==> config.mk <==
export PLATFORM = sky130hd
export DESIGN_NAME = stcp_command_port
export DESIGN_NICKNAME = d
export VERILOG_FILES = /design/src/stcp_pkg.sv /design/src/stcp_command_port.sv /design/src/stcp_line_mem.sv
export SDC_FILE = /design/constraint.sdc
export NUM_CORES = 1
export LEC_CHECK = 0
export ABC_CLOCK_PERIOD_IN_PS = 3000
export BUFFER_PORTS_ARGS = -buffer_cell sky130_fd_sc_hd__buf_2
export CORE_MARGIN = 2
export CORE_UTILIZATION = 45
export DETAILED_ROUTE_END_ITERATION = 6
export HOLD_SLACK_MARGIN = 0.06
export REMOVE_ABC_BUFFERS = 1
export SETUP_SLACK_MARGIN = 0.05
export SYNTH_ARGS = -nofsm -noshare
export SYNTH_HDL_FRONTEND = slang
export SYNTH_SLANG_ARGS = --single-unit
==> constraint.sdc <==
create_clock -name mclk -period 3 [get_ports mclk]
set_input_delay 0.9 -clock mclk [delete_from_list [all_inputs] [get_ports mclk]]
set_output_delay 0.9 -clock mclk [all_outputs]
set_load 0.01 [all_outputs]
==> src/stcp_pkg.sv <==
// package for the serial terminal command port: link timing, characters, carriers
// assumes a single 10 MHz clock; all other blocks import this whole package
package stcp_pkg;
  localparam int unsigned CLK_HZ = 10000000;
  localparam int unsigned BAUD = 9600;
  localparam int unsigned BIT_CYCLES = CLK_HZ / BAUD;
  localparam int unsigned DATA_BITS = 8;
  localparam int unsigned STOP_BITS = 1;
  localparam int unsigned LINE_DEPTH = 16;
  localparam int unsigned VAL_W = 16;
  localparam logic [7:0] CH_CR = 8'h0D;
  localparam logic [7:0] CH_LF = 8'h0A;
  localparam logic [7:0] CH_XON = 8'h11;
  localparam logic [7:0] CH_XOFF = 8'h13;
  localparam logic [7:0] CH_LOW_A = 8'h61;
  localparam logic [7:0] CH_LOW_Z = 8'h7A;
  localparam logic [7:0] CH_B = 8'h62;
  localparam logic [7:0] CH_P = 8'h70;
  localparam logic [7:0] CH_A = 8'h61;
  localparam logic [7:0] CH_0 = 8'h30;
  localparam logic [7:0] CH_1 = 8'h31;
  localparam logic [7:0] CH_S = 8'h73;
  localparam logic [7:0] CH_F = 8'h66;
  localparam logic [7:0] CH_M = 8'h6D;
  localparam logic [7:0] CH_SP = 8'h20;
  localparam int unsigned REPLY_LEN = 6;

  typedef enum logic [2:0] {
    CMD_NONE = 3'h0,
    CMD_BEEP = 3'h1,
    CMD_LIGHT_ON = 3'h2,
    CMD_LIGHT_OFF = 3'h3,
    CMD_SAT = 3'h4,
    CMD_READ_F = 3'h5,
    CMD_READ_FM = 3'h6
  } stcp_cmd_e;

  // fluorescence results captured by the measuring core after a pulse
  typedef struct packed {
    logic valid;
    logic [VAL_W-1:0] steady;
    logic [VAL_W-1:0] peak;
  } stcp_meas_s;

  // instrument actions requested by the command port
  typedef struct packed {
    logic beep;
    logic satPulse;
    logic lightOn;
  } stcp_act_s;
endpackage

==> src/stcp_command_port.sv <==
// serial terminal command port: uart receive/transmit, line buffer, command decode
// assumes rxd is an asynchronous pin; instrument core answers on actions and meas
// What this block does
// - the link runs 9600 baud, 8 data bits, 1 stop bit, no parity, with xon/xoff flow control.
// - a command is one or more lower-case letters optionally followed by parameter characters.
// - a buffered command is acted upon only after a carriage return arrives.
// - the beep command with its terminator gives one beeper pulse.
// - the light-on command switches actinic light on and the light-off command switches it off.
// - the saturation-pulse command triggers one saturation pulse with its measurement.
// - the two read commands return steady and peak fluorescence from the latest pulse.
module stcp_command_port
  import stcp_pkg::*;
#(
  parameter int unsigned DEPTH = LINE_DEPTH,
  parameter int unsigned BIT_LEN = BIT_CYCLES
) (
  // clock and reset
  input wire logic mclk,
  input wire logic resetn,
  // serial pins
  input wire logic rxd,
  output logic txd,
  // instrument side
  input wire stcp_meas_s meas,
  output stcp_act_s actions,
  output logic cmdError
);
  localparam int AW = $clog2(DEPTH);
  // bit time is a parameter so a short divider can stand in for the 9600 baud default
  localparam logic [15:0] BIT_CNT = 16'(BIT_LEN);
  localparam logic [15:0] HALF_CNT = 16'(BIT_LEN / 2);
  localparam logic [3:0] FRAME_BITS = 4'(DATA_BITS + STOP_BITS);

  typedef enum logic [1:0] {PS_IDLE = 2'b00, PS_READ = 2'b01, PS_EXEC = 2'b11, PS_SEND = 2'b10} stcp_ps_e;

  function automatic logic isLower(input logic [7:0] c);
    return (c >= CH_LOW_A) && (c <= CH_LOW_Z);
  endfunction

  function automatic logic [7:0] hexChar(input logic [3:0] n);
    return (n < 4'hA) ? 8'(CH_0 + 8'(n)) : 8'(CH_A + 8'(n - 4'hA));
  endfunction

  // input synchroniser, two flops before any use
  logic rxMeta, rxSync;
  always_ff @(posedge mclk) begin
    rxMeta <= rxd;
    rxSync <= rxMeta;
  end

  // receiver: sample mid-bit, lsb first, one stop bit, no parity
  logic rxBusy;
  logic [15:0] rxTimer;
  logic [3:0] rxBit;
  logic [7:0] rxShift;
  logic rxDone;
  wire rxTick = (rxTimer == 16'h0000);
  always_ff @(posedge mclk) begin
    if (!resetn) begin
      rxBusy <= 1'b0;
      rxTimer <= 16'h0000;
      rxBit <= 4'h0;
      rxShift <= 8'h00;
      rxDone <= 1'b0;
    end else begin
      rxDone <= 1'b0;
      if (!rxBusy) begin
        if (!rxSync) begin
          rxBusy <= 1'b1;
          rxTimer <= HALF_CNT;
          rxBit <= 4'h0;
        end
      end else if (!rxTick) begin
        rxTimer <= rxTimer - 16'h0001;
      end else begin
        rxTimer <= BIT_CNT - 16'h0001;
        rxBit <= rxBit + 4'h1;
        if (rxBit == 4'h0 && rxSync) begin
          rxBusy <= 1'b0; // false start, glitch ignored
        end else if (rxBit == FRAME_BITS) begin
          rxBusy <= 1'b0;
          rxDone <= rxSync; // framing error drops the character
        end else begin
          rxShift <= {rxSync, rxShift[7:1]};
        end
      end
    end
  end

  // xon/xoff from the host pauses our transmitter
  logic txPaused;
  wire isFlow = (rxShift == CH_XON) || (rxShift == CH_XOFF);
  always_ff @(posedge mclk) begin
    if (!resetn) begin
      txPaused <= 1'b0;
    end else if (rxDone && rxShift == CH_XOFF) begin
      txPaused <= 1'b1;
    end else if (rxDone && rxShift == CH_XON) begin
      txPaused <= 1'b0;
    end
  end

  // line collection; overlong lines are flagged bad and dropped at the terminator
  stcp_ps_e state;
  logic [AW:0] lineLen;
  logic lineBad;
  logic [AW-1:0] rdAddr;
  logic [7:0] rdData;
  wire isCr = rxDone && (rxShift == CH_CR);
  wire storeChar = rxDone && !isFlow && !isCr && (rxShift != CH_LF) && (state == PS_IDLE);
  wire lineFull = (lineLen == (AW+1)'(DEPTH));

  stcp_line_mem #(.DEPTH(DEPTH)) lineMem (
    .mclk(mclk),
    .wrEn(storeChar && !lineFull),
    .wrAddr(lineLen[AW-1:0]),
    .wrData(rxShift),
    .rdAddr(rdAddr),
    .rdData(rdData)
  );

  // read-back of stored line into a small match window
  logic [7:0] c0, c1, c2;
  logic [AW:0] rdCount;
  wire [AW:0] scanLen = (lineLen > (AW+1)'(3)) ? (AW+1)'(3) : lineLen;

  // decode of the collected characters
  wire known2 = (lineLen == (AW+1)'(2));
  wire isBeep = known2 && c0 == CH_B && c1 == CH_P;
  wire isLightOn = known2 && c0 == CH_A && c1 == CH_1;
  wire isLightOff = known2 && c0 == CH_A && c1 == CH_0;
  wire isSat = (lineLen == (AW+1)'(1)) && c0 == CH_S;
  wire isReadF = (lineLen == (AW+1)'(1)) && c0 == CH_F;
  wire isReadFm = (lineLen == (AW+1)'(3)) && c0 == CH_F && c1 == CH_M && c2 == CH_P;
  wire firstOk = isLower(c0);
  stcp_cmd_e decoded;
  assign decoded = (lineBad || !firstOk) ? CMD_NONE :
                   isBeep ? CMD_BEEP : isLightOn ? CMD_LIGHT_ON : isLightOff ? CMD_LIGHT_OFF :
                   isSat ? CMD_SAT : isReadF ? CMD_READ_F : isReadFm ? CMD_READ_FM : CMD_NONE;

  // reply buffer: four hex digits then cr lf
  logic [VAL_W-1:0] replyVal;
  logic [2:0] replyIdx;
  logic txBusy;
  logic txStart;
  logic [7:0] txChar;
  wire [7:0] replyChar = (replyIdx == 3'd4) ? CH_CR : (replyIdx == 3'd5) ? CH_LF :
                         hexChar(replyVal[VAL_W-1 -: 4]);

  // command sequencer
  always_ff @(posedge mclk) begin
    if (!resetn) begin
      state <= PS_IDLE;
      lineLen <= '0;
      lineBad <= 1'b0;
      rdAddr <= '0;
      rdCount <= '0;
      c0 <= 8'h00;
      c1 <= 8'h00;
      c2 <= 8'h00;
      actions <= '0;
      cmdError <= 1'b0;
      replyVal <= '0;
      replyIdx <= 3'd0;
      txStart <= 1'b0;
      txChar <= 8'h00;
    end else begin
      actions.beep <= 1'b0;
      actions.satPulse <= 1'b0;
      cmdError <= 1'b0;
      txStart <= 1'b0;
      case (state)
        PS_IDLE: begin
          if (storeChar) begin
            if (lineFull) begin
              lineBad <= 1'b1;
            end else begin
              lineLen <= lineLen + (AW+1)'(1);
            end
          end else if (isCr && state == PS_IDLE) begin
            state <= PS_READ; // act only after the terminator
            rdAddr <= '0;
            rdCount <= '0;
            c0 <= 8'h00;
            c1 <= 8'h00;
            c2 <= 8'h00;
          end
        end
        PS_READ: begin
          // memory read is registered, data lags the address by one cycle
          if (rdCount != '0) begin
            if (rdCount == (AW+1)'(1)) c0 <= rdData;
            if (rdCount == (AW+1)'(2)) c1 <= rdData;
            if (rdCount == (AW+1)'(3)) c2 <= rdData;
          end
          if (rdCount >= scanLen) begin
            state <= PS_EXEC;
          end
          rdAddr <= rdAddr + AW'(1);
          rdCount <= rdCount + (AW+1)'(1);
        end
        PS_EXEC: begin
          lineLen <= '0;
          lineBad <= 1'b0;
          state <= PS_IDLE;
          case (decoded)
            CMD_BEEP: actions.beep <= 1'b1;
            CMD_LIGHT_ON: actions.lightOn <= 1'b1;
            CMD_LIGHT_OFF: actions.lightOn <= 1'b0;
            CMD_SAT: actions.satPulse <= 1'b1;
            CMD_READ_F, CMD_READ_FM: begin
              replyVal <= (decoded == CMD_READ_F) ? meas.steady : meas.peak;
              replyIdx <= 3'd0;
              state <= PS_SEND;
            end
            default: cmdError <= (lineLen != '0); // nothing else changes
          endcase
        end
        PS_SEND: begin
          // characters arriving meanwhile are lost, except xon/xoff, which still act; host waits for the reply
          if (!txBusy && !txStart && !txPaused) begin
            txChar <= replyChar;
            txStart <= 1'b1;
            if (replyIdx < 3'd4) replyVal <= {replyVal[VAL_W-5:0], 4'h0};
            if (replyIdx == 3'(REPLY_LEN - 1)) state <= PS_IDLE;
            replyIdx <= replyIdx + 3'd1;
          end
        end
        default: state <= PS_IDLE;
      endcase
    end
  end

  // transmitter: start bit, 8 data lsb first, one stop bit
  logic [15:0] txTimer;
  logic [3:0] txBit;
  logic [8:0] txShift;
  always_ff @(posedge mclk) begin
    if (!resetn) begin
      txBusy <= 1'b0;
      txd <= 1'b1;
      txTimer <= 16'h0000;
      txBit <= 4'h0;
      txShift <= 9'h1FF;
    end else if (!txBusy) begin
      if (txStart) begin
        txBusy <= 1'b1;
        txd <= 1'b0;
        txShift <= {1'b1, txChar};
        txTimer <= BIT_CNT - 16'h0001;
        txBit <= 4'h0;
      end
    end else if (txTimer != 16'h0000) begin
      txTimer <= txTimer - 16'h0001;
    end else if (txBit == FRAME_BITS) begin
      txBusy <= 1'b0;
    end else begin
      txd <= txShift[0];
      txShift <= {1'b1, txShift[8:1]};
      txBit <= txBit + 4'h1;
      txTimer <= BIT_CNT - 16'h0001;
    end
  end
endmodule

==> src/stcp_line_mem.sv <==
// small line buffer holding the characters of one command until the terminator
// assumes writer and reader in the same clock domain; read data is registered
module stcp_line_mem
  import stcp_pkg::*;
#(
  parameter int unsigned DEPTH = LINE_DEPTH
) (
  // clock
  input wire logic mclk,
  // write side
  input wire logic wrEn,
  input wire logic [$clog2(DEPTH)-1:0] wrAddr,
  input wire logic [7:0] wrData,
  // read side
  input wire logic [$clog2(DEPTH)-1:0] rdAddr,
  output logic [7:0] rdData
);
  logic [7:0] mem [DEPTH];

  // no reset on storage; contents only matter below the stored length
  always_ff @(posedge mclk) begin
    if (wrEn) begin
      mem[wrAddr] <= wrData;
    end
    rdData <= mem[rdAddr];
  end
endmodule

# Word-level counts from Yosys, hierarchy flattened

Memories as Yosys holds them, arrays and structs flattened. A register that Yosys moved wholly into a read port is not among the register bits.
Index checks and enable logic that the tools add are counted.

Memories kept: 1
Word-level logic and storage cells: 257
Memory bits (writable): 128
Flip-flop bits (word level): 137
Input bits: 36

Bitwise gates (word level): 6
Equality and inequality tests: 52
Reductions and logical operators: 64
Mux-type cells: 88
Add/subtract/negate cells: 11
Magnitude comparators: 6

Memory list:

| name        | depth | width | read ports | clocked after memory_dff | wr ports | line                | RTL |
|---|---|---|---|---|---|---|---|
| lineMem.mem | 16    | 8     | 1          | 1                        | 1        | stcp_line_mem.sv:18 | `logic [7:0] mem [DEPTH];` |

Operators by type and width:

| cell                                                                 | count |
|---|---|
| 16-bit 2-to-1 mux                                                    | 11 |
| 8-bit 2-to-1 mux                                                     | 11 |
| 8-bit by 7-bit == test with 1-bit output, second input constant      | 7 |
| 8-bit case mux with 2 select lines                                   | 3 |
| 4-bit 2-to-1 mux                                                     | 9 |
| 9-bit 2-to-1 mux                                                     | 4 |
| 16-bit case mux with 2 select lines                                  | 1 |
| 16-bit by 1-bit subtractor with 16-bit output, second input constant | 2 |
| 2-bit != test, second input constant                                 | 14 |
| 3-bit 2-to-1 mux                                                     | 9 |
| 5-bit 2-to-1 mux                                                     | 5 |
| 1-bit logical AND                                                    | 23 |
| 1-bit 2-to-1 mux                                                     | 22 |
| 5-bit by 2-bit == test with 1-bit output, second input constant      | 4 |
| 5-bit case mux with 2 select lines                                   | 2 |
| 5-bit AND reduction                                                  | 4 |
| 8-bit by 5-bit == test with 1-bit output, second input constant      | 2 |
| 8-bit by 6-bit == test with 1-bit output, second input constant      | 2 |
| 16-bit logical NOT                                                   | 1 |
| 16-bit nonzero test                                                  | 1 |
| 3-bit == test, second input constant                                 | 5 |
| 3-bit AND reduction                                                  | 5 |
| 4-bit by 1-bit adder with 4-bit output, second input constant        | 3 |
| 2-bit 2-to-1 mux                                                     | 6 |
| 38 further kinds                                                     | 71 |

# Logic depth before layout (Yosys ltp)

Gate-level depths: netlist of run 1.

Word-level depth: 15
Depth in mapped cells: 11

# Modules after synthesis

Synthesis of run 1 repeated with hierarchy kept, for this count alone.

Cell total of the unflattened synthesis: 1034
Area, all modules: 11979.0 sq um

By module, submodules not included:

| module            | sequential area each (sq um) | area each (sq um) | cells an instance | instances |
|---|---|---|---|---|
| stcp_command_port | 2722.6                       | 6831.6            | 805               | 1 |
| stcp_line_mem     | 4003.8                       | 5147.4            | 229               | 1 |

# Worst setup path after synthesis of run 1

No wires, ideal clock.

Path kind: register to register
Start point: reg txTimer[7]
End point: reg txTimer[10]
Stages on the path, launching flop included: 8
Setup time: 0.116 ns
Setup slack: 0.528 ns
Arrival: 2.357 ns
Period minus slack after synthesis: 2.472 ns
Path buffers: 0
Cells stage by stage: dfxtp_1 -> or4_4 -> or4_4 -> o31ai_4 -> nor2_2 -> and3_1 -> or3_1 -> and3_1

Longest elaborated chain between the ends: 3
Elaborated cells between the ends (all ways): 6

Ends and longest elaborated chain:

| item                                                                                        | line                                               | RTL |
|---|---|---|
| start, declared                                                                             | stcp_command_port.sv:235                           | `logic [15:0] txTimer;` |
| start signal, assigned                                                                      | stcp_command_port.sv:250                           | `txTimer <= BIT_CNT - 16'h0001;` |
| start signal, assigned                                                                      | stcp_command_port.sv:254                           | `txTimer <= txTimer - 16'h0001;` |
| start signal, assigned                                                                      | stcp_command_port.sv:261                           | `txTimer <= BIT_CNT - 16'h0001;` |
| 16-bit by 1-bit subtractor with 16-bit output / 16-bit nonzero test (equally long branches) | stcp_command_port.sv:254, stcp_command_port.sv:253 |  |
| 16-bit 2-to-1 mux / 3-bit != test (equally long branches)                                   | --                                                 |  |
| 16-bit 2-to-1 mux / 2-bit AND reduction (equally long branches)                             | --                                                 |  |

Parallel ways exist; a longest one is shown, timed or not.
A chain may end at the register's enable or synchronous reset.

# Worst setup path after layout of run 1

Same ends and word-level chain as after synthesis.

==> flow_summary_export.csv, run 1 <==
group,metric,value,unit
critical_path,end_kind,"flop",
clock_tree,cts-htree-levels,1,
clock_tree,cts_tree,"yes",
grt,grt_overflow,0,
min_path,holdCritPathClass,"reg2reg",
synthesis,yosysTopAreaCell,"edfxtp_1",
pwr,powerDensity,587,nW/um^2
synthesis,synth_common_cells,"144 x dfxtp_1, 128 x edfxtp_1, 101 x nor2_1",
placed_design,gp_congestion,0.770,
routing,wl,25800,um
floorplanning,die_w,168,um
routing,vias_per_cell,5.42,
routing,detail_route.wl_per_cell,17.3,um
synthesis,yosysMostFrequentCell,"dfxtp_1",
routing,maxUsedRoutingLayer,"met4",
clock_tree,cts_sinks,272,
critical_path,cp.required,3.44,ns
critical_path,reg2reg_to,"txTimer[10]$_SDFFE_PN0P_",
finish,drive_above_1_share,15.7,%
placed_design,port_buffers,39,
routing,drt_iter0_drc,454,
pwr,p_sw_share,22.6,%
grt,antenna_found_initial,0,
finish,n_antenna_cell,0,
synthesis,netlist_area,12100,sq um
pwr,clockPowerShare,45.1,%
clock_tree,postCtsHoldBufs,0,
synthesis,synth-edff-count,128,
routing,met2RoutedLength,12100,um
timing,hold_viol_final,0,
timing,final-max-slew-violation-count,0,
placed_design,post_dp_cell_area,12800,sq um
placed_design,dp_hpwl,17100,um
routing,m1WireLength,12300,um
floorplanning,die_area,28200,sq um
critical_path,critPathArrivalTime,3.16,ns
timing,fin_crit_sh,90.5,%
synthesis,ys_async_sr_fraction,0,%
routing,wl_met3,960,um
pwr,p_leak,5.17,nW
pwr,vdd_ir_drop_max,0.313,mV
critical_path,cp_slowest_stage_delay,0.57,ns
clock_tree,cts_made_buffers,29,
clock_tree,clk_latency,0.56,ns
synthesis,synth-seq-area-share,55.6,%
routing,drtAntennaViolNets,0,
placed_design,dp_cells,1439,
synthesis,syn_avg_cell_area,11.3,sq um
timing,min_period,2.71,ns
floorplanning,rows,60,
timing,setup_viol,0,
finish,multi_input_area,5060,sq um
finish,fin_cells,1493,
floorplanning,fp.dieH,168,um
finish,syn_to_final_growth,14.3,%
synthesis,ys.warnings.count,0,
min_path,holdPathStages,0,
critical_path,r2r_slack,0.29,ns
timing,max_freq,0.368,GHz
synthesis,postSynthCellCount,1075,
critical_path,worstRegToRegCells,7,
min_path,min_from,"rxMeta$_DFF_P_",
timing,tightestPinTransition,0.916,ns
floorplanning,fp.coreArea,26700,sq um
grt,grt_max_degree,93,
timing,setup_tns,0,ns
routing,first_pass_iters,6,
critical_path,slowest_stage,"or4_4",
synthesis,ys_seq_elements,272,
critical_path,r2r-start,"txTimer[7]$_SDFFE_PN0P_",
min_path,whs_endpoint,"rxSync$_DFF_P_",
run_status,status,"complete, no violations",
synthesis,synth.distinct_cells,71,
critical_path,cp-startpoint,"txTimer[7]$_SDFFE_PN0P_",
clock_tree,clk_pin_slew_worst_paths,0.06,ns
routing,drc_errors,0,
timing,rsz0062_at_grt,"false",
floorplanning,ios,41,
clock_tree,cts_buffer_depth,3,
synthesis,netlist_top_cells_area,"edfxtp_1 32%, dfxtp_1 24%, mux2i_1 7.0%",
critical_path,worstSetupPathType,"reg2reg",
pwr,p_seq_share,48.6,%
floorplanning,initial_core_util,45.4,%
timing,slew-limit-headroom,37.3,%
critical_path,crit_path_start_kind,"flop",
grt,grt_pass1_vias,7818,
timing,skew,0.0188,ns
grt,grt_pass1_wl,42200,um
finish,fillerInstances,2343,
run,cap_violations,0,
finish,regArea,6730,sq um
finish,layout.nets,1195,
routing,routed-via-count,8094,
clock_tree,root_buffer,"clkbuf_16",
pwr,p_switching,1.84,mW
critical_path,crit_path_max_fanout,11,
synthesis,synthFlopType,"dfxtp_1",
synthesis,synth_top_area_share,31.8,%
placed_design,dp_slack,0.250,ns
pwr,p_int,6.28,mW
critical_path,crit_chain,"or4_4 > or4_4 > o31ai_4 > nor2_2 > and3_1 > or3_1 > and3_1",
pwr,power_frac_comb,6.3,%
timing,fin_ws,0.285,ns
grt,grtUsageTotal,18.5,%
finish,fin_area,13800,sq um
==> timing repair <==
item	4_1_cts	5_1_grt
gates resized for setup	0	1
buffers inserted	0	0
endpoints found under the setup margin	0	12
==> worst max-delay path: cells and delay by family, from the launching register on <==
kind	cells	cell delay, ns
simple gates	6	1.79
compound gates	1	0.45
flops	1	0.36
==> sequential cells by signal, indices dropped and copies added, names as in the netlist, 5 cells and up <==
name and count:
c0 8, c1 8, c2 8, lineLen 5, lineMem.mem 128, lineMem.rdData 8, rdCount 5, replyVal 16
rxShift 8, rxTimer 16, txChar 8, txShift 8, txTimer 16
==> worst max path at each step <==
stage	cells after the start	end	slack, ns
after floorplan	3	lineMem.rdData[0]$_DFF_P_	0.12
after global placement	10	replyVal[10]$_SDFFE_PN0P_	0.27
after detailed placement	10	replyVal[9]$_SDFFE_PN0P_	0.25
after CTS	10	replyVal[15]$_SDFFE_PN0P_	0.20
after global routing	10	replyVal[13]$_SDFFE_PN0P_	0.08
final	7	txTimer[10]$_SDFFE_PN0P_	0.29
==> through the flow <==
step | power [mW] | utilization [%] | hold WS (ns)
final | 8.12 | 51.9 | 0.330
after global routing | 8.41 | 51.9 | 0.344
after CTS | 8.19 | 51.8 | 0.338
after detailed placement | 4.54 | 48.1 | 0.324
after global placement | 4.53 | 48.1 | 0.317
after floorplan | 4.37 | - | 0.310
==> layout make-up <==
cell class              instances  share of cell area [%]
clock buffers                  41                    6.17
clock inverters                13                    1.03
inverters                      20                   0.543
multi-input cells             727                    36.6
flip-flops and latches        272                    48.7
well taps                     341                    3.09
repair buffers                 79                    3.86
==> layout by cell type (no fill, tap or decap), drive strengths merged, types with 14 or more instances in the layout <==
cell type  instances
edfxtp           128
nor2             102
nand3             28
buf               79
o21ai             39
nor3              23
clkbuf            41
a21oi             67
dfxtp            144
inv               22
xor2              14
ha                30
and2              27
mux4              16
mux2i             84
nand2             91
==> power groups by stage <==
| stage | logic, mW | clock network (mW) | registers, mW |
|---|---|---|---|
| after floorplan | 0.349 | 0 | 4.02 |
| after global placement | 0.507 | 0 | 4.02 |
| after detailed placement | 0.514 | 0 | 4.02 |
| after CTS | 0.516 | 3.74 | 3.94 |
| after global routing | 0.583 | 3.88 | 3.95 |
| final | 0.512 | 3.66 | 3.94 |
==> logic make-up (layout without fill, tap and decap cells) <==
family / count (synthesis) / after routing / synth area share [%]
flops: 272 / 272 / 55.6
xor+xnor: 23 / 23 / 1.67
mux: 112 / 112 / 11.0
fa+ha+maj: 30 / 30 / 3.10
buf+inv: 78 / 153 / 2.64
simple gates: 369 / 369 / 15.7
compound gates: 190 / 190 / 10.2
other cells: 1 / 3 / 0.0310
==> routing by layer <==
layer | GRT usage, % | vias to the layer above
met5 | 0 | -
met2 | 30.7 | 130
met3 | 2.54 | 27
li1 | - | 4060
met1 | 26.2 | 3877
met4 | 3.74 | 0
No activity file was read; power rests on OpenSTA's default activity.
==> inputs of run 2 (changes only) <==
--- a/config.mk
+++ b/config.mk
@@ -5,10 +5,10 @@
 export SDC_FILE = /design/constraint.sdc
 export NUM_CORES = 1
 export LEC_CHECK = 0
-export ABC_CLOCK_PERIOD_IN_PS = 3000
 export BUFFER_PORTS_ARGS = -buffer_cell sky130_fd_sc_hd__buf_2
 export CORE_MARGIN = 2
 export CORE_UTILIZATION = 45
+export CTS_BUF_LIST = sky130_fd_sc_hd__clkbuf_4 sky130_fd_sc_hd__clkbuf_8 sky130_fd_sc_hd__clkbuf_16
 export DETAILED_ROUTE_END_ITERATION = 6
 export HOLD_SLACK_MARGIN = 0.06
 export REMOVE_ABC_BUFFERS = 1
==> flow_summary_export.csv, run 2 (synthesis results as in run 1) <==
group,metric,value,unit
routing,detail_route.wl_per_cell,17.3,um
finish,final_cell_mix,"143 x dfxtp_1, 128 x edfxtp_1, 101 x nor2_1",
run,cap_violations,0,
timing,hold_viol_final,0,
clock_tree,root_buffer,"clkbuf_16",
critical_path,crit_chain,"or4_4 > or4_4 > o31ai_4 > nor2_2 > and3_1 > or3_1 > and3_1",
floorplanning,ios,41,
timing,slew-limit-headroom,37.3,%
critical_path,r2r-start,"txTimer[7]$_SDFFE_PN0P_",
floorplanning,rows,60,
critical_path,worstSetupPathType,"reg2reg",
finish,regMostFlops,"lineMem.mem",
critical_path,critPathArrivalTime,3.16,ns
routing,first_pass_iters,7,
grt,grt_pass1_vias,7816,
critical_path,slowest_stage,"or4_4",
critical_path,crit_path_max_fanout,11,
routing,drc_errors,2,
finish,multi_input_area,5060,sq um
pwr,p_leak,5.19,nW
critical_path,reg2reg_to,"txTimer[10]$_SDFFE_PN0P_",
pwr,powerDensity,590,nW/um^2
timing,max_freq,0.369,GHz
floorplanning,initial_core_util,45.4,%
floorplanning,fp.coreArea,26700,sq um
routing,drt_iter0_drc,487,
finish,syn_to_final_growth,14.5,%
clock_tree,cts-htree-levels,1,
routing,wl,25800,um
timing,setup_viol,0,
floorplanning,die_w,168,um
critical_path,crit_buf_inv,0,
critical_path,cp_slowest_stage_delay,0.57,ns
timing,skew,0.0182,ns
run_status,status,"complete, but fails checks",
finish,final_common_cell,"dfxtp_1",
floorplanning,fp.dieH,168,um
finish,layout.nets,1195,
timing,tightestPinTransition,0.917,ns
critical_path,r2r_slack,0.29,ns
critical_path,cp_top_family,"simple AND/OR/NAND/NOR gates",
grt,grt_pass1_wl,42200,um
grt,antenna_found_initial,0,
finish,fillerInstances,2339,
timing,setup_tns,0,ns
critical_path,end_kind,"flop",
placed_design,dp_hpwl,17100,um
clock_tree,clk_pin_slew_worst_paths,0.06,ns
clock_tree,cts_sinks,272,
clock_tree,clk_latency,0.56,ns
floorplanning,die_area,28200,sq um
routing,drtAntennaViolNets,0,
clock_tree,post_cts_buffers,0,
grt,grt_max_degree,93,
grt,grt_overflow,0,
grt,grtUsageTotal,18.5,%
critical_path,crit_cells,7,
critical_path,endpoint,"txTimer[10]$_SDFFE_PN0P_",
finish,final_core_util,52.0,%
finish,largest_reg_flops,128,
clock_tree,cts_buffer_depth,3,
run_status,violations,"design-rule violations",
placed_design,port_buffers,39,
timing,fin_crit_sh,90.4,%
timing,min_period,2.71,ns
pwr,vdd_ir_drop_max,0.314,mV
clock_tree,cts_tree,"yes",
critical_path,crit_path_start_kind,"flop",
placed_design,gp_congestion,0.770,
timing,rsz0062_at_grt,"false",
critical_path,cp.required,3.45,ns
finish,regArea,6730,sq um
min_path,holdCritPathClass,"reg2reg",
clock_tree,cts_made_buffers,29,
timing,final-max-slew-violation-count,0,
critical_path,cp-startpoint,"txTimer[7]$_SDFFE_PN0P_",
finish,n_antenna_cell,0,
critical_path,worstRegToRegCells,7,
finish,drive_above_1_share,16.2,%
routing,vias_per_cell,5.43,
routing,routed-via-count,8101,
## run 2: cell counts in the layout (fill, tap and decap cells not counted)
Identical to the previous run, type by type.
## run 2: metal layers
metal	wire, um	share of wire, %	vias up	GRT usage (%)
met3	948	3.7	29	2.54
met1	12400	48	3880	26.2
met4	425	1.6	0	3.74
met2	12100	47	132	30.6
met5	0	0	-	0
li1	-	-	4060	-
## run 2: worst min path at each step
stage               depth (start not counted)           start             end  slack [ns]
floorplan                                   0  rxMeta$_DFF_P_  rxSync$_DFF_P_        0.31
global placement                            0  rxMeta$_DFF_P_  rxSync$_DFF_P_        0.32
detailed placement                          0  rxMeta$_DFF_P_  rxSync$_DFF_P_        0.32
CTS                                         0  rxMeta$_DFF_P_  rxSync$_DFF_P_        0.34
global route                                0  rxMeta$_DFF_P_  rxSync$_DFF_P_        0.34
finish                                      0  rxMeta$_DFF_P_  rxSync$_DFF_P_        0.33
## run 2: repair_timing
action | in CTS | in global routing
hold buffers | 0 | 0
setup endpoints to repair | 0 | 12
gates resized for setup | 0 | 1
## run 2: where the power goes
group	switching, mW	internal [mW]
clock	1.50	2.22
combinational	0.300	0.212
sequential	0.0444	3.90
total	1.84	6.33
## run 2: cell type report
type	count	area share, %
Tap cell	341	3.08
Multi-Input combinational cell	727	36.6
Clock buffer	41	6.33
Sequential cell	272	48.6
Clock inverter	13	1.03
Timing Repair Buffer	79	3.85
Inverter	20	0.542
## run 2: worst register-to-register path: cells and delay by family (launching register included)
kind / cells / cell delay, ns
compound gates: 1 / 0.45
simple gates: 6 / 1.80
flops: 1 / 0.36
## run 2: stage by stage
stage                     instances  setup WS (ns)  area, sq um  power [mW]  hold WS [ns]
after floorplan                1019          0.125        11900        4.37         0.310
final                          1493          0.288        13800        8.17         0.330
after CTS                      1493          0.201        13800        8.25         0.338
after global placement         1439          0.271        12800        4.53         0.317
after global routing           1493         0.0776        13800        8.46         0.344
after detailed placement       1439          0.250        12800        4.54         0.324
==> inputs of run 3 (changes only) <==
--- a/config.mk
+++ b/config.mk
@@ -5,7 +5,7 @@
 export SDC_FILE = /design/constraint.sdc
 export NUM_CORES = 1
 export LEC_CHECK = 0
-export BUFFER_PORTS_ARGS = -buffer_cell sky130_fd_sc_hd__buf_2
+export BUFFER_PORTS_ARGS = -buffer_cell sky130_fd_sc_hd__clkbuf_2
 export CORE_MARGIN = 2
 export CORE_UTILIZATION = 45
 export CTS_BUF_LIST = sky130_fd_sc_hd__clkbuf_4 sky130_fd_sc_hd__clkbuf_8 sky130_fd_sc_hd__clkbuf_16
==> flow_summary_export.csv, run 3 (synthesis results as in run 1) <==
group,metric,value,unit
run_status,status,"complete, no violations",
grt,grt_max_degree,52,
timing,fin_crit_sh,89.2,%
routing,drt_iter0_drc,615,
clock_tree,postCtsHoldBufs,0,
timing,hold_viol_final,0,
timing,final-max-slew-violation-count,0,
floorplanning,ios,41,
routing,vias_per_cell,5.43,
min_path,holdCritPathClass,"reg2reg",
clock_tree,cts_tree,"yes",
grt,met2_usage,30.3,%
routing,routed-via-count,8102,
critical_path,worstSetupPathType,"reg2reg",
timing,min_period,2.68,ns
timing,worst_hold_slack,0.326,ns
grt,grtUsageMet3,2.37,%
critical_path,crit_path_start_kind,"flop",
finish,regArea,6730,sq um
grt,antenna_found_initial,0,
finish,regMostFlops,"lineMem.mem",
routing,first_pass_iters,5,
placed_design,port_buffers,39,
clock_tree,cts-htree-levels,1,
grt,grt_overflow,0,
finish,final_common_cell,"dfxtp_1",
finish,fillerInstances,2312,
pwr,p_int,6.24,mW
placed_design,dp_hpwl,16800,um
pwr,p_leak,5.16,nW
run,cap_violations,0,
floorplanning,die_w,168,um
finish,fin_area,13800,sq um
timing,skew,0.00784,ns
finish,final_cell_mix,"143 x dfxtp_1, 128 x edfxtp_1, 101 x nor2_1",
timing,setup_viol,0,
timing,slew-limit-headroom,38.3,%
timing,setup_tns,0,ns
finish,n_antenna_cell,0,
grt,gr-max-usage-layer,"met2",
critical_path,critPathArrivalTime,3.11,ns
finish,syn_to_final_growth,14.0,%
grt,grtUsageTotal,18.1,%
clock_tree,cts_buffer_depth,3,
pwr,p_switching,1.76,mW
clock_tree,cts_sinks,272,
placed_design,gp_congestion,0.813,
pwr,p_sw_share,22.0,%
critical_path,crit_path_max_fanout,10,
floorplanning,fp.dieH,168,um
critical_path,cp.required,3.43,ns
routing,wl,25200,um
clock_tree,cts_made_buffers,30,
placed_design,post_dp_cell_area,12800,sq um
pwr,power_frac_comb,6.4,%
routing,detail_route.wl_per_cell,16.9,um
routing,drtAntennaViolNets,0,
grt,grt.met1_usage,24.8,%
pwr,powerDensity,580,nW/um^2
routing,drc_errors,0,
finish,drive_above_1_share,16.0,%
floorplanning,fp.coreArea,26700,sq um
grt,grt_pass1_vias,7976,
timing,tightestPinTransition,0.917,ns
critical_path,end_kind,"flop",
grt,grt_pass1_wl,41700,um
pwr,vdd_ir_drop_max,0.475,mV
timing,rsz0062_at_grt,"false",
floorplanning,rows,60,
clock_tree,clk_pin_slew_worst_paths,0.06,ns
finish,layout.nets,1192,
finish,multi_input_area,5070,sq um
floorplanning,initial_core_util,45.4,%
timing,max_freq,0.374,GHz
clock_tree,root_buffer,"clkbuf_16",
clock_tree,clk_latency,0.54,ns
pwr,p_seq_share,49.3,%
pwr,clockPowerShare,44.3,%
finish,largest_reg_flops,128,
floorplanning,die_area,28200,sq um
[run 3: changes by cell type in the layout (fill, tap and decap cells not counted), moves of 2 or more]
cell and change:
buf_2 -39, buf_4 -5, bufinv_16 -2, clkbuf_2 +39
clkbuf_4 +7, clkinv_1 +3, clkinvlp_4 -3
[run 3: critical path, cell delays in order, from the launching register on]
cell and delay, ns:
dfxtp_1 0.36, or4_4 0.57, or4_4 0.47, o31ai_4 0.42, nor2_2 0.10, and3_1 0.20
or3_1 0.29, and3_1 0.16
[run 3: layer usage]
| metal | vias up | part of all wire [%] |
|---|---|---|
| met3 | 34 | 3.5 |
| met2 | 124 | 47 |
| met5 | - | 0 |
| met4 | 0 | 2.1 |
| met1 | 3876 | 48 |
| li1 | 4068 | - |
[run 3: power groups by stage]
stage                     Sequential, mW  Combinational [mW]  Clock, mW
after global placement              4.02               0.508          0
after global routing                3.95               0.575       3.78
final                               3.94               0.512       3.55
after detailed placement            4.02               0.511          0
after floorplan                     4.02               0.349          0
after CTS                           3.94               0.514       3.63
[run 3: stage by stage]
| stage | setup WS (ns) | instances | util (%) | power (mW) |
|---|---|---|---|---|
| 2_1_floorplan | 0.125 | 1019 | - | 4.37 |
| 3_3_place_gp | 0.265 | 1435 | 48.0 | 4.53 |
| 3_5_place_dp | 0.208 | 1435 | 48.0 | 4.53 |
| 4_1_cts | 0.181 | 1491 | 51.7 | 8.09 |
| 5_1_grt | 0.0942 | 1491 | 51.8 | 8.31 |
| 6_report | 0.324 | 1491 | 51.8 | 8.00 |
[run 3: area by class of cell]
type                    count  area share [%]
clock buffers              49            6.83
clock inverters             7           0.227
inverters                  20           0.544
multi-input cells         727            36.8
flip-flops and latches    272            48.8
well taps                 341            3.09
repair buffers             75            3.74
[run 3: what timing repair did]
item                       4_1_cts  5_1_grt
setup buffers                    0        0
setup endpoints to repair        0       20
resized for setup                0        3
hold endpoints to repair         0        0
[run 3: final timing paths]
| check | startpoint | endpoint | slack, ns | depth (start not counted) |
|---|---|---|---|---|
| setup / recovery | txTimer[7]$_SDFFE_PN0P_ | txTimer[10]$_SDFFE_PN0P_ | 0.32 | 7 |
| hold / removal | rxMeta$_DFF_P_ | rxSync$_DFF_P_ | 0.33 | 0 |
| setup reg to reg | txTimer[7]$_SDFFE_PN0P_ | txTimer[10]$_SDFFE_PN0P_ | 0.32 | 7 |
| hold reg to reg | rxMeta$_DFF_P_ | rxSync$_DFF_P_ | 0.33 | 0 |
